$ cat config.mk
export PLATFORM = sky130hd
export DESIGN_NAME = block_peak_power_detector
export DESIGN_NICKNAME = d
export VERILOG_FILES = /design/src/inc/peak_det_pkg.sv /design/src/design/block_peak_power_detector.sv
export VERILOG_INCLUDE_DIRS = /design/src /design/src/inc
export SDC_FILE = /design/constraint.sdc
export NUM_CORES = 1
export LEC_CHECK = 0
export ABC_AREA = 1
export BUFFER_PORTS_ARGS = -buffer_cell sky130_fd_sc_hd__buf_2
export CAP_MARGIN = 0
export CORE_MARGIN = 1
export CORE_UTILIZATION = 55
export CTS_CLUSTER_DIAMETER = 150
export DETAILED_ROUTE_END_ITERATION = 7
export PLACE_DENSITY = 0.72
export SKIP_LAST_GASP = 1
export SYNTH_ARGS = -nofsm -noshare
export SYNTH_HDL_FRONTEND = slang
export SYNTH_SLANG_ARGS = --single-unit
$ cat constraint.sdc
create_clock -name mclk -period 3.73 [get_ports mclk]
set_input_delay 0.5595 -clock mclk [delete_from_list [all_inputs] [get_ports mclk]]
set_output_delay 0.5595 -clock mclk [all_outputs]
set_load 0.02 [all_outputs]
$ cat src/inc/peak_det_regs.svh
// Register indices, field positions, reset values and counts of the block peak power detector.
`ifndef PEAK_DET_REGS_SVH
`define PEAK_DET_REGS_SVH

// ----------------------------------------------------------------------------
// Register indices (byte address is four times the index)
// ----------------------------------------------------------------------------
`define PD_IDX_ENABLE 6'h00
`define PD_IDX_LEN_LOW 6'h01
`define PD_IDX_LEN_MID 6'h02
`define PD_IDX_LEN_TOP 6'h03
`define PD_IDX_THR_UU 6'h07
`define PD_IDX_THR_UL 6'h08
`define PD_IDX_THR_LU 6'h09
`define PD_IDX_THR_LL 6'h0a
`define PD_IDX_DWELL_LOW 6'h0b
`define PD_IDX_DWELL_HIGH 6'h0c
`define PD_IDX_STATUS 6'h10
`define PD_IDX_MASK 6'h11
`define PD_IDX_FLAGS 6'h12
`define PD_IDX_PEAK_LOW 6'h13
`define PD_IDX_PEAK_HIGH 6'h14

// ----------------------------------------------------------------------------
// Fields, reset values and counts
// ----------------------------------------------------------------------------
`define PD_ENABLE_BIT 0
`define PD_LEN_TOP_BIT 0
`define PD_EVT_HIGH_BIT 0
`define PD_EVT_LOW_BIT 1
`define PD_EVT_BLOCK_BIT 2
`define PD_EVT_W 3
`define PD_RST_BYTE 8'h00
`define PD_RST_EVT 3'h0
`define PD_RAW_LAST 3'h7
`define PD_THR_SHIFT 9

`endif

$ cat src/inc/peak_det_pkg.sv
// Types shared by the block peak power detector.
package peak_det_pkg;

  // Software configuration of the detector.
  typedef struct packed {
    logic enable;
    logic [16:0] blockLen;
    logic [7:0] thrUpperUpper;
    logic [7:0] thrUpperLower;
    logic [7:0] thrLowerUpper;
    logic [7:0] thrLowerLower;
    logic [15:0] dwell;
  } cfg_t;

  // Hysteresis output flags.
  typedef struct packed {
    logic high;
    logic low;
  } flags_t;

  // Register bus answer state.
  typedef enum logic {BUS_IDLE, BUS_ANSWER} bus_state_t;

endpackage

$ cat src/design/block_peak_power_detector.sv
// Block peak power detector with hysteresis flags and an Avalon-MM register slave.
`timescale 1ns/10ps
`include "peak_det_regs.svh"
// Operation
// The detector runs only while its enable bit is one.
// Block peak is taken over a programmable length counted in reduced samples.
// Each reduced sample is the peak of eight consecutive raw samples.
// Block length is a 17-bit count from two bytes and one top bit.
// Software keeps length a multiple of five times factor for divide 4 or 6.
// Software keeps length a multiple of ten times factor for divide 8 to 32.
// Four independent 8-bit thresholds drive a hysteresis comparison of block peak.
// Thresholds scale from 0 to 256, where 256 is full peak amplitude.
// Flags set above upper threshold, clear after dwell below lower threshold.
// Dwell is a 16-bit count of eighth sample clock cycles.
// While disabled, flags stay low and block accumulation restarts on enable.
module block_peak_power_detector #(
  parameter int SAMPLE_W = 14
) (
  // Clock, reset and clock enable.
  input wire logic mclk,
  input wire logic rst_b,
  input wire logic clkEn,
  // Avalon-MM register slave.
  input wire logic [7:0] address,
  input wire logic read,
  input wire logic write,
  input wire logic [31:0] writedata,
  input wire logic [3:0] byteenable,
  output logic [31:0] readdata,
  output logic waitrequest,
  // Raw converter samples, two's complement.
  input wire logic sampleValid,
  input wire logic [SAMPLE_W-1:0] sampleData,
  // Gain control flags and interrupt.
  output logic peakFlagHigh,
  output logic peakFlagLow,
  output logic irq
);

  // --------------------------------------------------------------------------
  // Helper functions
  // --------------------------------------------------------------------------

  // Magnitude of a signed sample; the most negative code maps to full scale.
  function automatic logic [SAMPLE_W-1:0] absMag(input logic [SAMPLE_W-1:0] s);
    absMag = s[SAMPLE_W-1] ? SAMPLE_W'(~s + 1'b1) : s;
  endfunction

  function automatic logic [SAMPLE_W-1:0] maxMag(input logic [SAMPLE_W-1:0] a, input logic [SAMPLE_W-1:0] b);
    maxMag = (a > b) ? a : b;
  endfunction

  // Threshold 256 would equal full scale, so a code lands at bit SAMPLE_W-9 upward.
  function automatic logic [SAMPLE_W-1:0] scaleThr(input logic [7:0] t);
    scaleThr = SAMPLE_W'({t, {(SAMPLE_W - `PD_THR_SHIFT){1'b0}}});
  endfunction

  // --------------------------------------------------------------------------
  // Register storage
  // --------------------------------------------------------------------------
  peak_det_pkg::cfg_t cfg;
  peak_det_pkg::bus_state_t busState;
  logic [`PD_EVT_W-1:0] status;
  logic [`PD_EVT_W-1:0] mask;
  logic [`PD_EVT_W-1:0] events;
  logic [5:0] regIdx;
  logic accept;
  logic wrAccept;
  logic rdAccept;
  logic [31:0] next_readdata;

  assign regIdx = address[7:2];
  assign accept = clkEn && (busState == peak_det_pkg::BUS_ANSWER);
  assign wrAccept = accept && write && byteenable[0];
  assign rdAccept = accept && read;

  // Every request waits one cycle while clkEn is high; holding it here keeps decode off the critical path.
  always_ff @(posedge mclk or negedge rst_b)
  begin
    if (!rst_b)
      busState <= peak_det_pkg::BUS_IDLE;
    else if (clkEn)
    begin
      case (busState)
        peak_det_pkg::BUS_IDLE: if (read || write) busState <= peak_det_pkg::BUS_ANSWER;
        peak_det_pkg::BUS_ANSWER: busState <= peak_det_pkg::BUS_IDLE;
        default: busState <= peak_det_pkg::BUS_IDLE;
      endcase
    end
  end

  assign waitrequest = (read || write) && !accept;

  // Configuration writes; the length is assembled from its three parts.
  always_ff @(posedge mclk or negedge rst_b)
  begin
    if (!rst_b)
    begin
      cfg <= '0;
      mask <= `PD_RST_EVT;
    end
    else if (wrAccept)
    begin
      case (regIdx)
        `PD_IDX_ENABLE: cfg.enable <= writedata[`PD_ENABLE_BIT];
        `PD_IDX_LEN_LOW: cfg.blockLen[7:0] <= writedata[7:0];
        `PD_IDX_LEN_MID: cfg.blockLen[15:8] <= writedata[7:0];
        `PD_IDX_LEN_TOP: cfg.blockLen[16] <= writedata[`PD_LEN_TOP_BIT];
        `PD_IDX_THR_UU: cfg.thrUpperUpper <= writedata[7:0];
        `PD_IDX_THR_UL: cfg.thrUpperLower <= writedata[7:0];
        `PD_IDX_THR_LU: cfg.thrLowerUpper <= writedata[7:0];
        `PD_IDX_THR_LL: cfg.thrLowerLower <= writedata[7:0];
        `PD_IDX_DWELL_LOW: cfg.dwell[7:0] <= writedata[7:0];
        `PD_IDX_DWELL_HIGH: cfg.dwell[15:8] <= writedata[7:0];
        `PD_IDX_MASK: mask <= writedata[`PD_EVT_W-1:0];
        default: ;
      endcase
    end
  end

  // --------------------------------------------------------------------------
  // Raw to reduced samples
  // --------------------------------------------------------------------------
  logic [2:0] rawCount;
  logic [SAMPLE_W-1:0] rawPeak;
  logic [SAMPLE_W-1:0] redPeak;
  logic redValid;
  logic [SAMPLE_W-1:0] sampleMag;

  assign sampleMag = absMag(sampleData);

  // Eight raw magnitudes fold into one reduced peak; disabling restarts the group.
  always_ff @(posedge mclk or negedge rst_b)
  begin
    if (!rst_b)
    begin
      rawCount <= '0;
      rawPeak <= '0;
      redPeak <= '0;
      redValid <= 1'b0;
    end
    else if (clkEn)
    begin
      redValid <= 1'b0;
      if (!cfg.enable)
      begin
        rawCount <= '0;
        rawPeak <= '0;
      end
      else if (sampleValid)
      begin
        if (rawCount == `PD_RAW_LAST)
        begin
          redPeak <= maxMag(rawPeak, sampleMag);
          redValid <= 1'b1;
          rawCount <= '0;
          rawPeak <= '0;
        end
        else
        begin
          rawPeak <= maxMag(rawPeak, sampleMag);
          rawCount <= rawCount + 3'h1;
        end
      end
    end
  end

  // --------------------------------------------------------------------------
  // Block peak
  // --------------------------------------------------------------------------
  logic [16:0] blkCount;
  logic [SAMPLE_W-1:0] blkAcc;
  logic [SAMPLE_W-1:0] blockPeak;
  logic blockDone;
  logic blockLast;

  // A length of zero behaves as one, so a block always ends.
  assign blockLast = ({1'b0, blkCount} + 18'h1) >= {1'b0, cfg.blockLen};

  always_ff @(posedge mclk or negedge rst_b)
  begin
    if (!rst_b)
    begin
      blkCount <= '0;
      blkAcc <= '0;
      blockPeak <= '0;
      blockDone <= 1'b0;
    end
    else if (clkEn)
    begin
      blockDone <= 1'b0;
      if (!cfg.enable)
      begin
        blkCount <= '0;
        blkAcc <= '0;
      end
      else if (redValid)
      begin
        if (blockLast)
        begin
          blockPeak <= maxMag(blkAcc, redPeak);
          blockDone <= 1'b1;
          blkCount <= '0;
          blkAcc <= '0;
        end
        else
        begin
          blkAcc <= maxMag(blkAcc, redPeak);
          blkCount <= blkCount + 17'h1;
        end
      end
    end
  end

  // --------------------------------------------------------------------------
  // Hysteresis comparison and dwell
  // --------------------------------------------------------------------------
  logic aboveUU;
  logic aboveLU;
  logic belowUL;
  logic belowLL;
  logic holdHigh;
  logic holdLow;
  logic [15:0] dwellHigh;
  logic [15:0] dwellLow;
  logic setHigh;
  logic setLow;
  logic clrHigh;
  logic clrLow;

  assign aboveUU = blockPeak > scaleThr(cfg.thrUpperUpper);
  assign aboveLU = blockPeak > scaleThr(cfg.thrLowerUpper);
  assign belowUL = blockPeak < scaleThr(cfg.thrUpperLower);
  assign belowLL = blockPeak < scaleThr(cfg.thrLowerLower);
  assign setHigh = blockDone && aboveUU;
  assign setLow = blockDone && aboveLU;
  assign clrHigh = holdHigh && (dwellHigh >= cfg.dwell);
  assign clrLow = holdLow && (dwellLow >= cfg.dwell);

  // The hold marks remember that the last block stayed below its lower threshold.
  always_ff @(posedge mclk or negedge rst_b)
  begin
    if (!rst_b)
    begin
      holdHigh <= 1'b0;
      holdLow <= 1'b0;
    end
    else if (clkEn)
    begin
      if (!cfg.enable)
      begin
        holdHigh <= 1'b0;
        holdLow <= 1'b0;
      end
      else if (blockDone)
      begin
        holdHigh <= belowUL;
        holdLow <= belowLL;
      end
    end
  end

  // Dwell advances once per reduced sample, i.e. per eighth of the sample clock.
  always_ff @(posedge mclk or negedge rst_b)
  begin
    if (!rst_b)
    begin
      dwellHigh <= '0;
      dwellLow <= '0;
    end
    else if (clkEn)
    begin
      if (!cfg.enable || (blockDone && !belowUL))
        dwellHigh <= '0;
      else if (redValid && holdHigh && dwellHigh != 16'hffff)
        dwellHigh <= dwellHigh + 16'h1;
      if (!cfg.enable || (blockDone && !belowLL))
        dwellLow <= '0;
      else if (redValid && holdLow && dwellLow != 16'hffff)
        dwellLow <= dwellLow + 16'h1;
    end
  end

  // A fresh crossing beats a dwell expiry in the same cycle.
  always_ff @(posedge mclk or negedge rst_b)
  begin
    if (!rst_b)
    begin
      peakFlagHigh <= 1'b0;
      peakFlagLow <= 1'b0;
    end
    else if (clkEn)
    begin
      if (!cfg.enable)
      begin
        peakFlagHigh <= 1'b0;
        peakFlagLow <= 1'b0;
      end
      else
      begin
        if (setHigh)
          peakFlagHigh <= 1'b1;
        else if (clrHigh)
          peakFlagHigh <= 1'b0;
        if (setLow)
          peakFlagLow <= 1'b1;
        else if (clrLow)
          peakFlagLow <= 1'b0;
      end
    end
  end

  // --------------------------------------------------------------------------
  // Interrupt status and read data
  // --------------------------------------------------------------------------
  assign events[`PD_EVT_HIGH_BIT] = clkEn && cfg.enable && setHigh && !peakFlagHigh;
  assign events[`PD_EVT_LOW_BIT] = clkEn && cfg.enable && setLow && !peakFlagLow;
  assign events[`PD_EVT_BLOCK_BIT] = clkEn && blockDone;

  // Reading clears only the bits that the read returned; read data are captured a cycle before the clear,
  // so an event that lands between capture and clear must survive, and one in the clear cycle wins too.
  always_ff @(posedge mclk or negedge rst_b)
  begin
    if (!rst_b)
      status <= `PD_RST_EVT;
    else if (rdAccept && regIdx == `PD_IDX_STATUS)
      status <= (status & ~readdata[`PD_EVT_W-1:0]) | events;
    else
      status <= status | events;
  end

  assign irq = |(status & mask);

  always_comb
  begin
    next_readdata = 32'h0000_0000;
    case (regIdx)
      `PD_IDX_ENABLE: next_readdata[`PD_ENABLE_BIT] = cfg.enable;
      `PD_IDX_LEN_LOW: next_readdata[7:0] = cfg.blockLen[7:0];
      `PD_IDX_LEN_MID: next_readdata[7:0] = cfg.blockLen[15:8];
      `PD_IDX_LEN_TOP: next_readdata[`PD_LEN_TOP_BIT] = cfg.blockLen[16];
      `PD_IDX_THR_UU: next_readdata[7:0] = cfg.thrUpperUpper;
      `PD_IDX_THR_UL: next_readdata[7:0] = cfg.thrUpperLower;
      `PD_IDX_THR_LU: next_readdata[7:0] = cfg.thrLowerUpper;
      `PD_IDX_THR_LL: next_readdata[7:0] = cfg.thrLowerLower;
      `PD_IDX_DWELL_LOW: next_readdata[7:0] = cfg.dwell[7:0];
      `PD_IDX_DWELL_HIGH: next_readdata[7:0] = cfg.dwell[15:8];
      `PD_IDX_STATUS: next_readdata[`PD_EVT_W-1:0] = status;
      `PD_IDX_MASK: next_readdata[`PD_EVT_W-1:0] = mask;
      `PD_IDX_FLAGS: next_readdata[1:0] = {peakFlagLow, peakFlagHigh};
      `PD_IDX_PEAK_LOW: next_readdata[7:0] = 8'(blockPeak);
      `PD_IDX_PEAK_HIGH: next_readdata[7:0] = 8'(blockPeak >> 8);
      default: next_readdata = 32'h0000_0000;
    endcase
  end

  // Read data is captured on the idle-to-answer edge, so it stands at the accepting edge.
  always_ff @(posedge mclk or negedge rst_b)
  begin
    if (!rst_b)
      readdata <= 32'h0000_0000;
    else if (clkEn && busState == peak_det_pkg::BUS_IDLE && read)
      readdata <= next_readdata;
  end
endmodule

==> impl_metrics.csv, run 1 <==
group,metric,value,unit
timing,fin_hold_ws,0.150,ns
routing,vias_per_cell,5.60,
critical_path,timing_worst_setup_path_type,"reg2reg",
yosys,synth_top_area_cell,"sky130_fd_sc_hd__dfrtp_1",
critical_path,worst_path_most_repeated_cell,"sky130_fd_sc_hd__nand2_1",
critical_path,crit_chain,"ha_1 > nand2_1 > nor2_1 > nand2_1 > nor2_1 > inv_1 > o21ai_0 > inv_1 > ha_1 > nand2_1 > nor2_1 > nand3_1 > nand3_1 > nand2_1 > nand2_1 > nand2_1 > nand2_1 > nand2_1 > nand2_4 > buf_4 > nand3_1 > nand2_1",
timing,min_period_over_period,86.4,%
die,die_height,154,um
routing,total_number_of_vias,11373,
yosys,ys_ff_latch,195,
placed_design,dpl.cell_count,1998,
clock_tree,cts.reportedPaths.clkPinSlew,0.07,ns
cells_and_area,antenna_diodes,0,
timing,slew_headroom,37.4,%
critical_path,worstSetupEndpointType,"flop",
yosys,synthDominantCellAreaShare,38.6,%
yosys,post_synth_most_frequent_cells,"sky130_fd_sc_hd__nand2_1 (487), sky130_fd_sc_hd__inv_1 (211), sky130_fd_sc_hd__dfrtp_1 (195)",
power,combinationalPowerShare,11.2,%
timing,max_slew.worst_pin.slew,0.939,ns
timing,fin_worst_skew,0.0151,ns
timing,drv_slew,0,
power,clock_power_share,41.0,%
placed_design,port-buffer-count,46,
routing,detailroute.wirelength.met3,1680,um
clock_tree,cts-htree-levels,4,
die,die_area,23600,sq um
timing,grt_setup_unrepaired,"no",
power,power.share.sequential,47.7,%
yosys,avgSynthCellArea,7.44,sq um
grt,grt_remaining_overflow,0,
placed_design,place.gp.congestion,0.972,
cells_and_area,layout.core_utilization,60.3,%
clock_tree,tritoncts,"yes",
cells_and_area,num-nets-final,1909,
clock_tree,hold_buffers,0,
critical_path,critical_path.startpoint_type,"flop",
routing,totalWireLength,32500,um
routing,firstDrtPassIters,5,
routing,wire_length_on_met2,15400,um
power,switching_power_of_the_nets,1.31,mW
die,num_io_pins,100,
clock_tree,clockRootBuffer,"sky130_fd_sc_hd__clkbuf_16",
timing,period_minus_slack,3.22,ns
yosys,yosys-top-cells-area,"sky130_fd_sc_hd__dfrtp_1 (39%), sky130_fd_sc_hd__nand2_1 (14%), sky130_fd_sc_hd__ha_1 (11%)",
critical_path,path_delay_family,"simple AND/OR/NAND/NOR gates",
cells_and_area,area_growth,7.86,%
routing,wl_met1,14600,um
clock_tree,gates_resized_cts_repair,0,
grt,grt_start_max_net_pins,105,
power,power_density_over_the_cells,336,nW/um^2
clock_tree,tritoncts.num_buffers,17,
power,p_sw_share,28.6,%
yosys,synth.yosys.warnings,0,
yosys,yosysMostFrequentCell,"sky130_fd_sc_hd__nand2_1",
power,cell_internal_pwr,3.26,mW
timing,fin_tns_setup,0,ns
hold_path,worst_hold_path_type,"in2async",
status,run_status,"completed",
clock_tree,clock_path_buffers,2,
clock_tree,clock_latency,0.45,ns
critical_path,crit_path_max_fanout,25,
yosys,synth_flop_cell,"sky130_fd_sc_hd__dfrtp_1",
power,leakagePower,6.95,nW
routing,routedWlPerCell,16.0,um
timing,finalSetupViolCount,0,
cells_and_area,fillers,2093,
run,cap_violations,0,
yosys,synth-async-reset-ratio,100,%
cells_and_area,final-instance-count-excl-fill,2030,
cells_and_area,post_route_cells_drive_above_1_share,6.76,%
yosys,post_synth_design_cell_area,12600,sq um
yosys,synth.distinct_cells,46,
yosys,synth-edff-count,0,
clock_tree,cts_post_setup_buffers_inserted,0,
die,rows,55,
grt,grt_antenna_before_repair,0,
routing,drt.antenna.violating_nets,0,
placed_design,placed_cell_area,13000,sq um
cells_and_area,final_non_filler_cell_area,13600,sq um
yosys,yosysSeqAreaShare,38.6,%
die,starting_density_of_the_core,55.9,%
critical_path,crit_path_dat,3.61,ns
timing,report.final.hold_viol_count,0,
die,core,22600,sq um
yosys,syn-instance-count,1696,
grt,vias_in_the_first_global_route,10581,
critical_path,worstPathBufferInverterCount,3,
routing,detail_route.drc_violations,0,
clock_tree,numClockSinks,195,
die,chipWidth,154,um
grt,grt_use_total,28.3,%
critical_path,crit_path_top_delay_cell,"sky130_fd_sc_hd__dfrtp_1",
routing,dr.first_iter.drc_count,718,
critical_path,cp_data_required_time,4.11,ns
placed_design,place_hpwl,24300,um
critical_path,critical-path-max-stage-delay,0.43,ns
power,vdd_drop_max,0.258,mV
grt,grt_first_pass_wirelength,52800,um
timing,maxClockFrequency,310,MHz
routing,routed.top_layer,"met4",
power by group through the flow:
stage | clock network (mW) | registers [mW] | logic (mW)
final | 1.88 | 2.18 | 0.513
after global routing | 1.98 | 2.19 | 0.581
after CTS | 1.90 | 2.18 | 0.514
after detailed placement | 0 | 2.22 | 0.512
after global placement | 0 | 2.22 | 0.501
after floorplan | 0 | 2.22 | 0.361
cell type report:
cell class / instances / area [sq um] / share of cell area (%)
Clock buffer: 18 / 439 / 3.22
Timing Repair Buffer: 60 / 344 / 2.53
Tap cell: 285 / 357 / 2.62
Multi-Input combinational cell: 1245 / 6660 / 48.9
Sequential cell: 195 / 4880 / 35.8
Clock inverter: 14 / 143 / 1.05
Inverter: 213 / 800 / 5.87
cell usage in the layout (no fill, tap or decap), types with 4 or more instances in the layout:
| cell | synthesis | routed |
|---|---|---|
| sky130_fd_sc_hd__dfrtp_1 | 195 | 195 |
| sky130_fd_sc_hd__inv_8 | 0 | 4 |
| sky130_fd_sc_hd__nand4_1 | 22 | 22 |
| sky130_fd_sc_hd__xor2_1 | 20 | 20 |
| sky130_fd_sc_hd__inv_1 | 211 | 211 |
| sky130_fd_sc_hd__nand3b_1 | 5 | 5 |
| sky130_fd_sc_hd__nor3_1 | 16 | 16 |
| sky130_fd_sc_hd__o2111ai_1 | 4 | 4 |
| sky130_fd_sc_hd__ha_1 | 113 | 113 |
| sky130_fd_sc_hd__xnor2_1 | 9 | 9 |
| sky130_fd_sc_hd__o22ai_1 | 38 | 38 |
| sky130_fd_sc_hd__a21oi_1 | 70 | 70 |
| sky130_fd_sc_hd__o21ai_0 | 140 | 140 |
| sky130_fd_sc_hd__nand3_1 | 110 | 110 |
| sky130_fd_sc_hd__o21ai_1 | 8 | 8 |
| sky130_fd_sc_hd__inv_6 | 0 | 4 |
| sky130_fd_sc_hd__a31oi_1 | 5 | 5 |
| sky130_fd_sc_hd__buf_4 | 28 | 14 |
| sky130_fd_sc_hd__o21a_1 | 6 | 6 |
| sky130_fd_sc_hd__buf_2 | 11 | 45 |
| sky130_fd_sc_hd__or2_2 | 13 | 13 |
| sky130_fd_sc_hd__clkbuf_16 | 0 | 17 |
| sky130_fd_sc_hd__nor4_1 | 4 | 4 |
| sky130_fd_sc_hd__nand2_1 | 487 | 487 |
| sky130_fd_sc_hd__o31ai_1 | 6 | 6 |
| sky130_fd_sc_hd__conb_1 | 1 | 24 |
| sky130_fd_sc_hd__nor2_1 | 117 | 117 |
state kept, by name (all words and copies together), names as in the netlist, 8 cells and up:
signal,flops
readdata,8
rawPeak,14
blkAcc,14
blockPeak,14
dwellHigh,16
blkCount,17
dwellLow,16
cfg,66
redPeak,14
worst paths after layout:
| path | start | to | slack (ns) | cells after the start |
|---|---|---|---|---|
| max in group asynchronous | rst_b | blkAcc[12]$_DFFE_PN0P_ | 2.59 | 2 |
| setup reg to reg | blkCount[1]$_DFFE_PN0P_ | blockPeak[0]$_DFFE_PN0P_ | 0.51 | 22 |
| min in group mclk | sampleValid | rawCount[2]$_DFFE_PN0P_ | 0.41 | 2 |
| hold reg to reg | blockPeak[4]$_DFFE_PN0P_ | blockPeak[4]$_DFFE_PN0P_ | 0.47 | 2 |
| setup / recovery | blkCount[1]$_DFFE_PN0P_ | blockPeak[0]$_DFFE_PN0P_ | 0.51 | 22 |
| hold / removal | rst_b | cfg[33]$_DFFE_PN0P_ | 0.15 | 1 |
through the flow:
stage / total power [mW] / setup slack (ns)
2_1_floorplan: 2.58 / 0.741
3_3_place_gp: 2.72 / 0.242
3_5_place_dp: 2.74 / 0.171
4_1_cts: 4.60 / 0.536
5_1_grt: 4.75 / 0.149
6_report: 4.57 / 0.507
layer usage:
layer / vias up / global-route usage [%]
met3: 56 / 4.14
met1: 5429 / 37.8
met2: 318 / 46.8
met5: - / 0
met4: 0 / 10.2
li1: 5570 / -
logic make-up (layout without fill, tap and decap cells):
logic type / count (synthesis) / count (layout) / share of synthesized area, %
flops: 195 / 195 / 38.6
simple gates: 792 / 792 / 26.4
other cells: 1 / 24 / 0.0297
xor+xnor: 29 / 29 / 2.01
buf+inv: 279 / 305 / 9.35
fa+ha+maj: 113 / 113 / 11.2
compound gates: 287 / 287 / 12.4
(Power assumes the default switching activity.)
==> run 2, diff against run 1 <==
Clock period 3.73 ns to 3.6 ns, I/O delays scaled along.
==> run 2 against run 1 <==
Effect of this change: register-to-register slack lost 0.06 ns; clock skew down 0.0046 ns; first-iteration DRC count down 8.4%; combinational power rose by 4%; via count decreased by 0.82%; non-clock buffer count grew 1; sequential share of layout area hardly changed; die area unchanged; cell area barely moved.
==> impl_metrics.csv, run 2 (synthesis gave the netlist of run 1 again) <==
group,metric,value,unit
status,run_status,"completed",
clock_tree,cts-htree-levels,4,
cells_and_area,antenna_diodes,0,
routing,drt.antenna.violating_nets,0,
timing,fin_tns_setup,0,ns
grt,grt_antenna_before_repair,0,
power,vdd_drop_max,0.233,mV
routing,detail_route.drc_violations,0,
grt,grt_busiest_layer,"met2",
timing,min_period_over_period,87.7,%
timing,fin_worst_skew,0.0105,ns
timing,max_slew.worst_pin.slew,0.769,ns
cells_and_area,post_route_cells_drive_above_1_share,6.82,%
critical_path,crit_path_max_fanout,18,
clock_tree,tritoncts,"yes",
grt,grt_start_max_net_pins,93,
critical_path,endpoint,"blockPeak[2]$_DFFE_PN0P_",
critical_path,timing.rr.start,"blkCount[1]$_DFFE_PN0P_",
critical_path,worstSetupEndpointType,"flop",
timing,finalSetupViolCount,0,
critical_path,timing_worst_setup_path_type,"reg2reg",
die,die_area,23600,sq um
clock_tree,gates_resized_cts_repair,0,
critical_path,critical_path.startpoint_type,"flop",
placed_design,place_hpwl,24400,um
critical_path,critical-path-max-stage-delay,0.42,ns
grt,gr-usage-met1,37.4,%
placed_design,port-buffer-count,46,
grt,met2_grt_util,47.6,%
routing,total_number_of_vias,11280,
timing,report.final.hold_viol_count,0,
grt,grt_remaining_overflow,0,
die,core,22600,sq um
grt,grt_use_total,28.4,%
grt,grt_first_pass_wirelength,52800,um
power,leakagePower,6.94,nW
clock_tree,cts.reportedPaths.clkPinSlew,0.07,ns
routing,totalWireLength,32300,um
die,num_io_pins,100,
cells_and_area,highest_count_cells_in_the_layout_ignoring_fill_and_taps,"sky130_fd_sc_hd__nand2_1 (487), sky130_fd_sc_hd__inv_1 (211), sky130_fd_sc_hd__dfrtp_1 (195), sky130_fd_sc_hd__o21ai_0 (140), sky130_fd_sc_hd__nor2_1 (117)",
power,combinationalPowerShare,11.4,%
die,chipWidth,154,um
routing,vias_per_cell,5.55,
timing,maxClockFrequency,317,MHz
grt,vias_in_the_first_global_route,10734,
critical_path,reg_to_reg_critical_path_endpoint,"blockPeak[2]$_DFFE_PN0P_",
placed_design,place.gp.congestion,0.964,
clock_tree,hold_buffers,0,
power,switching_power_of_the_nets,1.35,mW
cells_and_area,num-nets-final,1910,
routing,firstDrtPassIters,5,
run,cap_violations,0,
die,rows,55,
clock_tree,clock_latency,0.45,ns
power,cell_internal_pwr,3.33,mW
clock_tree,tritoncts.num_buffers,17,
critical_path,cp_data_required_time,3.99,ns
clock_tree,numClockSinks,195,
critical_path,worst_path_most_repeated_cell,"sky130_fd_sc_hd__nand2_1",
cells_and_area,layout_top_registers,"cfg (66), blkCount (17)",
routing,routedWlPerCell,15.9,um
cells_and_area,largest_register_ffs,66,
power,clock_power_share,40.2,%
timing,slew_headroom,48.8,%
cells_and_area,largest_register,"cfg",
timing,period_minus_slack,3.16,ns
critical_path,crit_path_top_delay_cell,"sky130_fd_sc_hd__dfrtp_1",
timing,drv_slew,0,
cells_and_area,area_growth,7.85,%
critical_path,crit_chain,"ha_1 > nand2_1 > nor2_1 > nand2_1 > nor2_1 > inv_1 > o21ai_0 > inv_1 > ha_1 > nand2_1 > nor2_1 > nand3_1 > nand3_1 > nand2_1 > nand2_1 > nand2_1 > nand2_1 > nand2_1 > nand2_4 > buf_4 > nand3_1 > nand2_1",
clock_tree,clock_path_buffers,2,
die,starting_density_of_the_core,55.9,%
power,p_sw_share,28.8,%
timing,grt_setup_unrepaired,"no",
power,power.share.sequential,48.4,%
routing,dr.first_iter.drc_count,658,
grt,gr-usage-met3,3.92,%
critical_path,timing.reg2reg.setup_slack,0.44,ns
critical_path,reg2regPathDepth,22,
power,power_density_over_the_cells,343,nW/um^2
critical_path,setup.worst_path.start,"blkCount[1]$_DFFE_PN0P_",
clock_tree,clockRootBuffer,"sky130_fd_sc_hd__clkbuf_16",
die,die_height,154,um
cells_and_area,layout.core_utilization,60.3,%
cells_and_area,mostFrequentLayoutCell,"sky130_fd_sc_hd__nand2_1",
cells_and_area,fillers,2089,
clock_tree,cts_post_setup_buffers_inserted,0,
hold_path,worst_hold_path_type,"in2async",
critical_path,crit_path_dat,3.54,ns
-- run 2: changes by cell type in the layout (fill, tap and decap cells not counted) --
cell / previous run / this run
sky130_fd_sc_hd__buf_4: 14 / 15
sky130_fd_sc_hd__bufinv_16: 1 / 0
sky130_fd_sc_hd__clkbuf_8: 2 / 3
sky130_fd_sc_hd__clkinv_2: 3 / 2
sky130_fd_sc_hd__clkinv_4: 2 / 3
sky130_fd_sc_hd__clkinv_8: 0 / 1
sky130_fd_sc_hd__clkinvlp_4: 0 / 1
sky130_fd_sc_hd__inv_6: 4 / 3
sky130_fd_sc_hd__inv_8: 4 / 3
-- run 2: worst min path at each step --
stage | start | to | slack (ns) | cells after the start
after global placement | blockPeak[1]$_DFFE_PN0P_ | blockPeak[1]$_DFFE_PN0P_ | 0.46 | 2
after CTS | rst_b | cfg[33]$_DFFE_PN0P_ | 0.19 | 1
after detailed placement | blockPeak[1]$_DFFE_PN0P_ | blockPeak[1]$_DFFE_PN0P_ | 0.46 | 2
after global routing | rst_b | cfg[33]$_DFFE_PN0P_ | 0.22 | 1
after floorplan | rst_b | blkAcc[0]$_DFFE_PN0P_ | 0.24 | 0
final | rst_b | cfg[33]$_DFFE_PN0P_ | 0.16 | 1
-- run 2: worst max-delay path: cells and delay by family, from the launching register on --
kind                       cells  cell delay, ns
adders and majority gates      2            0.49
AOI/OAI and AO/OA              1            0.14
DFF                            1            0.42
and+or+nand+nor               16            1.61
buffers and inverters          3            0.41
-- run 2: layout make-up --
class                   instances  area [sq um]  area share [%]
repair buffers                 61           352            2.58
well taps                     285           357            2.62
clock buffers                  19           453            3.33
flip-flops and latches        195          4880            35.8
inverters                     213           800            5.87
clock inverters                13           120           0.882
multi-input cells            1245          6660            48.9
-- run 2: routing by layer --
layer | vias up | wire [um]
li1 | 5582 | -
met1 | 5326 | 14400
met2 | 310 | 15400
met3 | 62 | 1590
met4 | 0 | 892
met5 | - | 0
-- run 2: per-stage QoR --
stage | power, mW | worst slack [ns] | hold slack [ns] | instances | cell area, sq um
after floorplan | 2.67 | 0.630 | 0.244 | 1719 | 12700
after global placement | 2.82 | 0.125 | 0.457 | 1999 | 13000
after detailed placement | 2.84 | 0.0488 | 0.460 | 1999 | 13000
after CTS | 4.70 | 0.472 | 0.194 | 2031 | 13600
after global routing | 4.86 | 0.135 | 0.222 | 2031 | 13600
final | 4.68 | 0.442 | 0.157 | 2031 | 13600
-- run 2: power by group through the flow --
stage	logic, mW	clock network, mW	registers, mW
6_report	0.532	1.88	2.26
5_1_grt	0.603	1.99	2.27
4_1_cts	0.534	1.90	2.26
3_5_place_dp	0.531	0	2.30
3_3_place_gp	0.519	0	2.30
2_1_floorplan	0.374	0	2.30
==> run 3, diff against run 2 <==
Settings changed: BUFFER_PORTS_ARGS -buffer_cell sky130_fd_sc_hd__buf_2 to -buffer_cell sky130_fd_sc_hd__clkbuf_2, CORE_MARGIN 1 to 2.
==> run 3 against run 2 <==
Effect of this change: die area up 2.6%; cell area up 0.16%; non-clock buffer count down 2; sequential cell count unchanged; largest cell class unchanged.
==> impl_metrics.csv, run 3 (synthesis gave the netlist of run 1 again) <==
group,metric,value,unit
routing,detail_route.drc_violations,0,
critical_path,crit_chain,"ha_1 > nand2_1 > nor2_1 > nand2_1 > nor2_1 > inv_1 > o21ai_0 > inv_1 > ha_1 > nand2_1 > nor2_1 > nand3_1 > nand3_1 > nand2_1 > nand2_1 > nand2_1 > nand2_1 > nand2_1 > nand2_4 > buf_4 > nand3_1 > nand2_1",
timing,fin_worst_skew,0.0133,ns
cells_and_area,num-nets-final,1908,
critical_path,worstSetupEndpointType,"flop",
grt,grt_start_max_net_pins,79,
die,starting_density_of_the_core,55.9,%
critical_path,timing.rr.start,"blkCount[1]$_DFFE_PN0P_",
timing,max_slew.worst_pin.slew,0.756,ns
cells_and_area,layout.core_utilization,60.4,%
status,run_status,"completed",
clock_tree,cts_post_setup_buffers_inserted,0,
timing,grt_setup_unrepaired,"no",
clock_tree,clock_path_buffers,2,
cells_and_area,fillers,2058,
timing,fin_tns_setup,0,ns
clock_tree,clockRootBuffer,"sky130_fd_sc_hd__clkbuf_16",
placed_design,place_worst_setup_slack,0.000878,ns
cells_and_area,antenna_diodes,0,
critical_path,worst_path_most_repeated_cell,"sky130_fd_sc_hd__nand2_1",
die,rows,55,
clock_tree,numClockSinks,195,
cells_and_area,largest_register_ffs,66,
grt,grt_first_pass_wirelength,53500,um
cells_and_area,post_route_cells_drive_above_1_share,6.65,%
hold_path,worst_hold_path_type,"in2async",
die,die_height,156,um
grt,grt_use_total,27.8,%
routing,dr.first_iter.drc_count,854,
die,die_area,24200,sq um
power,vdd_drop_max,0.221,mV
critical_path,timing_worst_setup_path_type,"reg2reg",
clock_tree,tritoncts,"yes",
clock_tree,cts-htree-levels,4,
timing,slew_headroom,49.4,%
timing,finalSetupViolCount,0,
critical_path,timing.reg2reg.setup_slack,0.40,ns
grt,grt_antenna_before_repair,0,
power,finalPower,4.76,mW
timing,period_minus_slack,3.20,ns
routing,totalWireLength,32800,um
cells_and_area,multiInputGateArea,6660,sq um
placed_design,place.gp.congestion,0.960,
run,cap_violations,0,
die,num_io_pins,100,
critical_path,reg2regPathDepth,22,
cells_and_area,mostFrequentLayoutCell,"sky130_fd_sc_hd__nand2_1",
clock_tree,gates_resized_cts_repair,0,
timing,setup_ws,0.404,ns
clock_tree,tritoncts.num_buffers,17,
critical_path,critical_path.startpoint_type,"flop",
routing,firstDrtPassIters,6,
critical_path,crit_path_top_delay_cell,"sky130_fd_sc_hd__dfrtp_1",
cells_and_area,largest_register,"cfg",
die,core,22600,sq um
critical_path,crit_path_dat,3.57,ns
power,power_density_over_the_cells,349,nW/um^2
routing,vias_per_cell,5.57,
routing,routedWlPerCell,16.2,um
critical_path,endpoint,"blockPeak[8]$_DFFE_PN0P_",
placed_design,placed_cell_area,13000,sq um
critical_path,cp_data_required_time,3.97,ns
cells_and_area,final_non_filler_cell_area,13600,sq um
critical_path,reg_to_reg_critical_path_endpoint,"blockPeak[8]$_DFFE_PN0P_",
timing,report.final.hold_viol_count,0,
clock_tree,cts.reportedPaths.clkPinSlew,0.07,ns
cells_and_area,highest_count_cells_in_the_layout_ignoring_fill_and_taps,"sky130_fd_sc_hd__nand2_1 (487), sky130_fd_sc_hd__inv_1 (211), sky130_fd_sc_hd__dfrtp_1 (195), sky130_fd_sc_hd__o21ai_0 (140), sky130_fd_sc_hd__nor2_1 (117)",
placed_design,port-buffer-count,46,
grt,grt_remaining_overflow,0,
timing,maxClockFrequency,313,MHz
critical_path,critical-path-max-stage-delay,0.42,ns
power,leakagePower,6.94,nW
critical_path,crit_path_max_fanout,25,
clock_tree,hold_buffers,0,
cells_and_area,layout_top_registers,"cfg (66), blkCount (17)",
grt,vias_in_the_first_global_route,10502,
routing,drt.antenna.violating_nets,0,
critical_path,setup.worst_path.start,"blkCount[1]$_DFFE_PN0P_",
routing,total_number_of_vias,11301,
timing,drv_slew,0,
cells_and_area,area_growth,8.02,%
cells_and_area,final-seq-area,4880,sq um
die,chipWidth,156,um
timing,min_period_over_period,88.8,%
placed_design,place_hpwl,24200,um
clock_tree,clock_latency,0.44,ns
[run 3: cell types whose count changed in the layout (fill, tap and decap cells not counted), sizes merged]
cell	change
bufinv	+1
clkbuf	+48
inv	-1
clkinv	-3
buf	-47
[run 3: how the worst min path moves through the flow]
stage	from	to	slack, ns
floorplan	rst_b	blkAcc[0]$_DFFE_PN0P_	0.24
global placement	blockPeak[1]$_DFFE_PN0P_	blockPeak[1]$_DFFE_PN0P_	0.46
detailed placement	blockPeak[0]$_DFFE_PN0P_	blockPeak[0]$_DFFE_PN0P_	0.46
CTS	rst_b	cfg[35]$_DFFE_PN0P_	0.15
global route	rst_b	cfg[46]$_DFFE_PN0P_	0.17
finish	rst_b	cfg[35]$_DFFE_PN0P_	0.13
[run 3: final cells by class]
class	count	share of cell area (%)
clock buffer	22	3.55
clock inverter	10	0.826
inverter	213	5.86
sequential	195	35.8
multi-input combinational	1245	48.8
timing repair buffer	59	2.56
tap	285	2.61
[run 3: power by group]
group / total [mW] / internal [mW] / switching (mW)
registers: 2.26 / 2.23 / 0.0328
clock network: 1.97 / 1.05 / 0.914
logic: 0.534 / 0.151 / 0.383
[run 3: routing by layer]
| metal | share of wire [%] | vias up | global-route usage (%) |
|---|---|---|---|
| met3 | 5.2 | 55 | 3.76 |
| met5 | 0 | - | 0 |
| li1 | - | 5568 | - |
| met2 | 47 | 328 | 45.2 |
| met4 | 2.3 | 0 | 8.56 |
| met1 | 45 | 5350 | 39.0 |
[run 3: per-stage QoR]
step / cells / hold WS, ns
after global routing: 2029 / 0.170
final: 2029 / 0.129
after CTS: 2029 / 0.153
after global placement: 1997 / 0.458
after detailed placement: 1997 / 0.461
after floorplan: 1719 / 0.244
[run 3: worst max-delay path, delay by kind of cell (launching register included)]
family | cells | cell delay, ns
buf+inv | 3 | 0.39
flops | 1 | 0.42
simple gates | 16 | 1.67
compound gates | 1 | 0.14
fa+ha+maj | 2 | 0.50
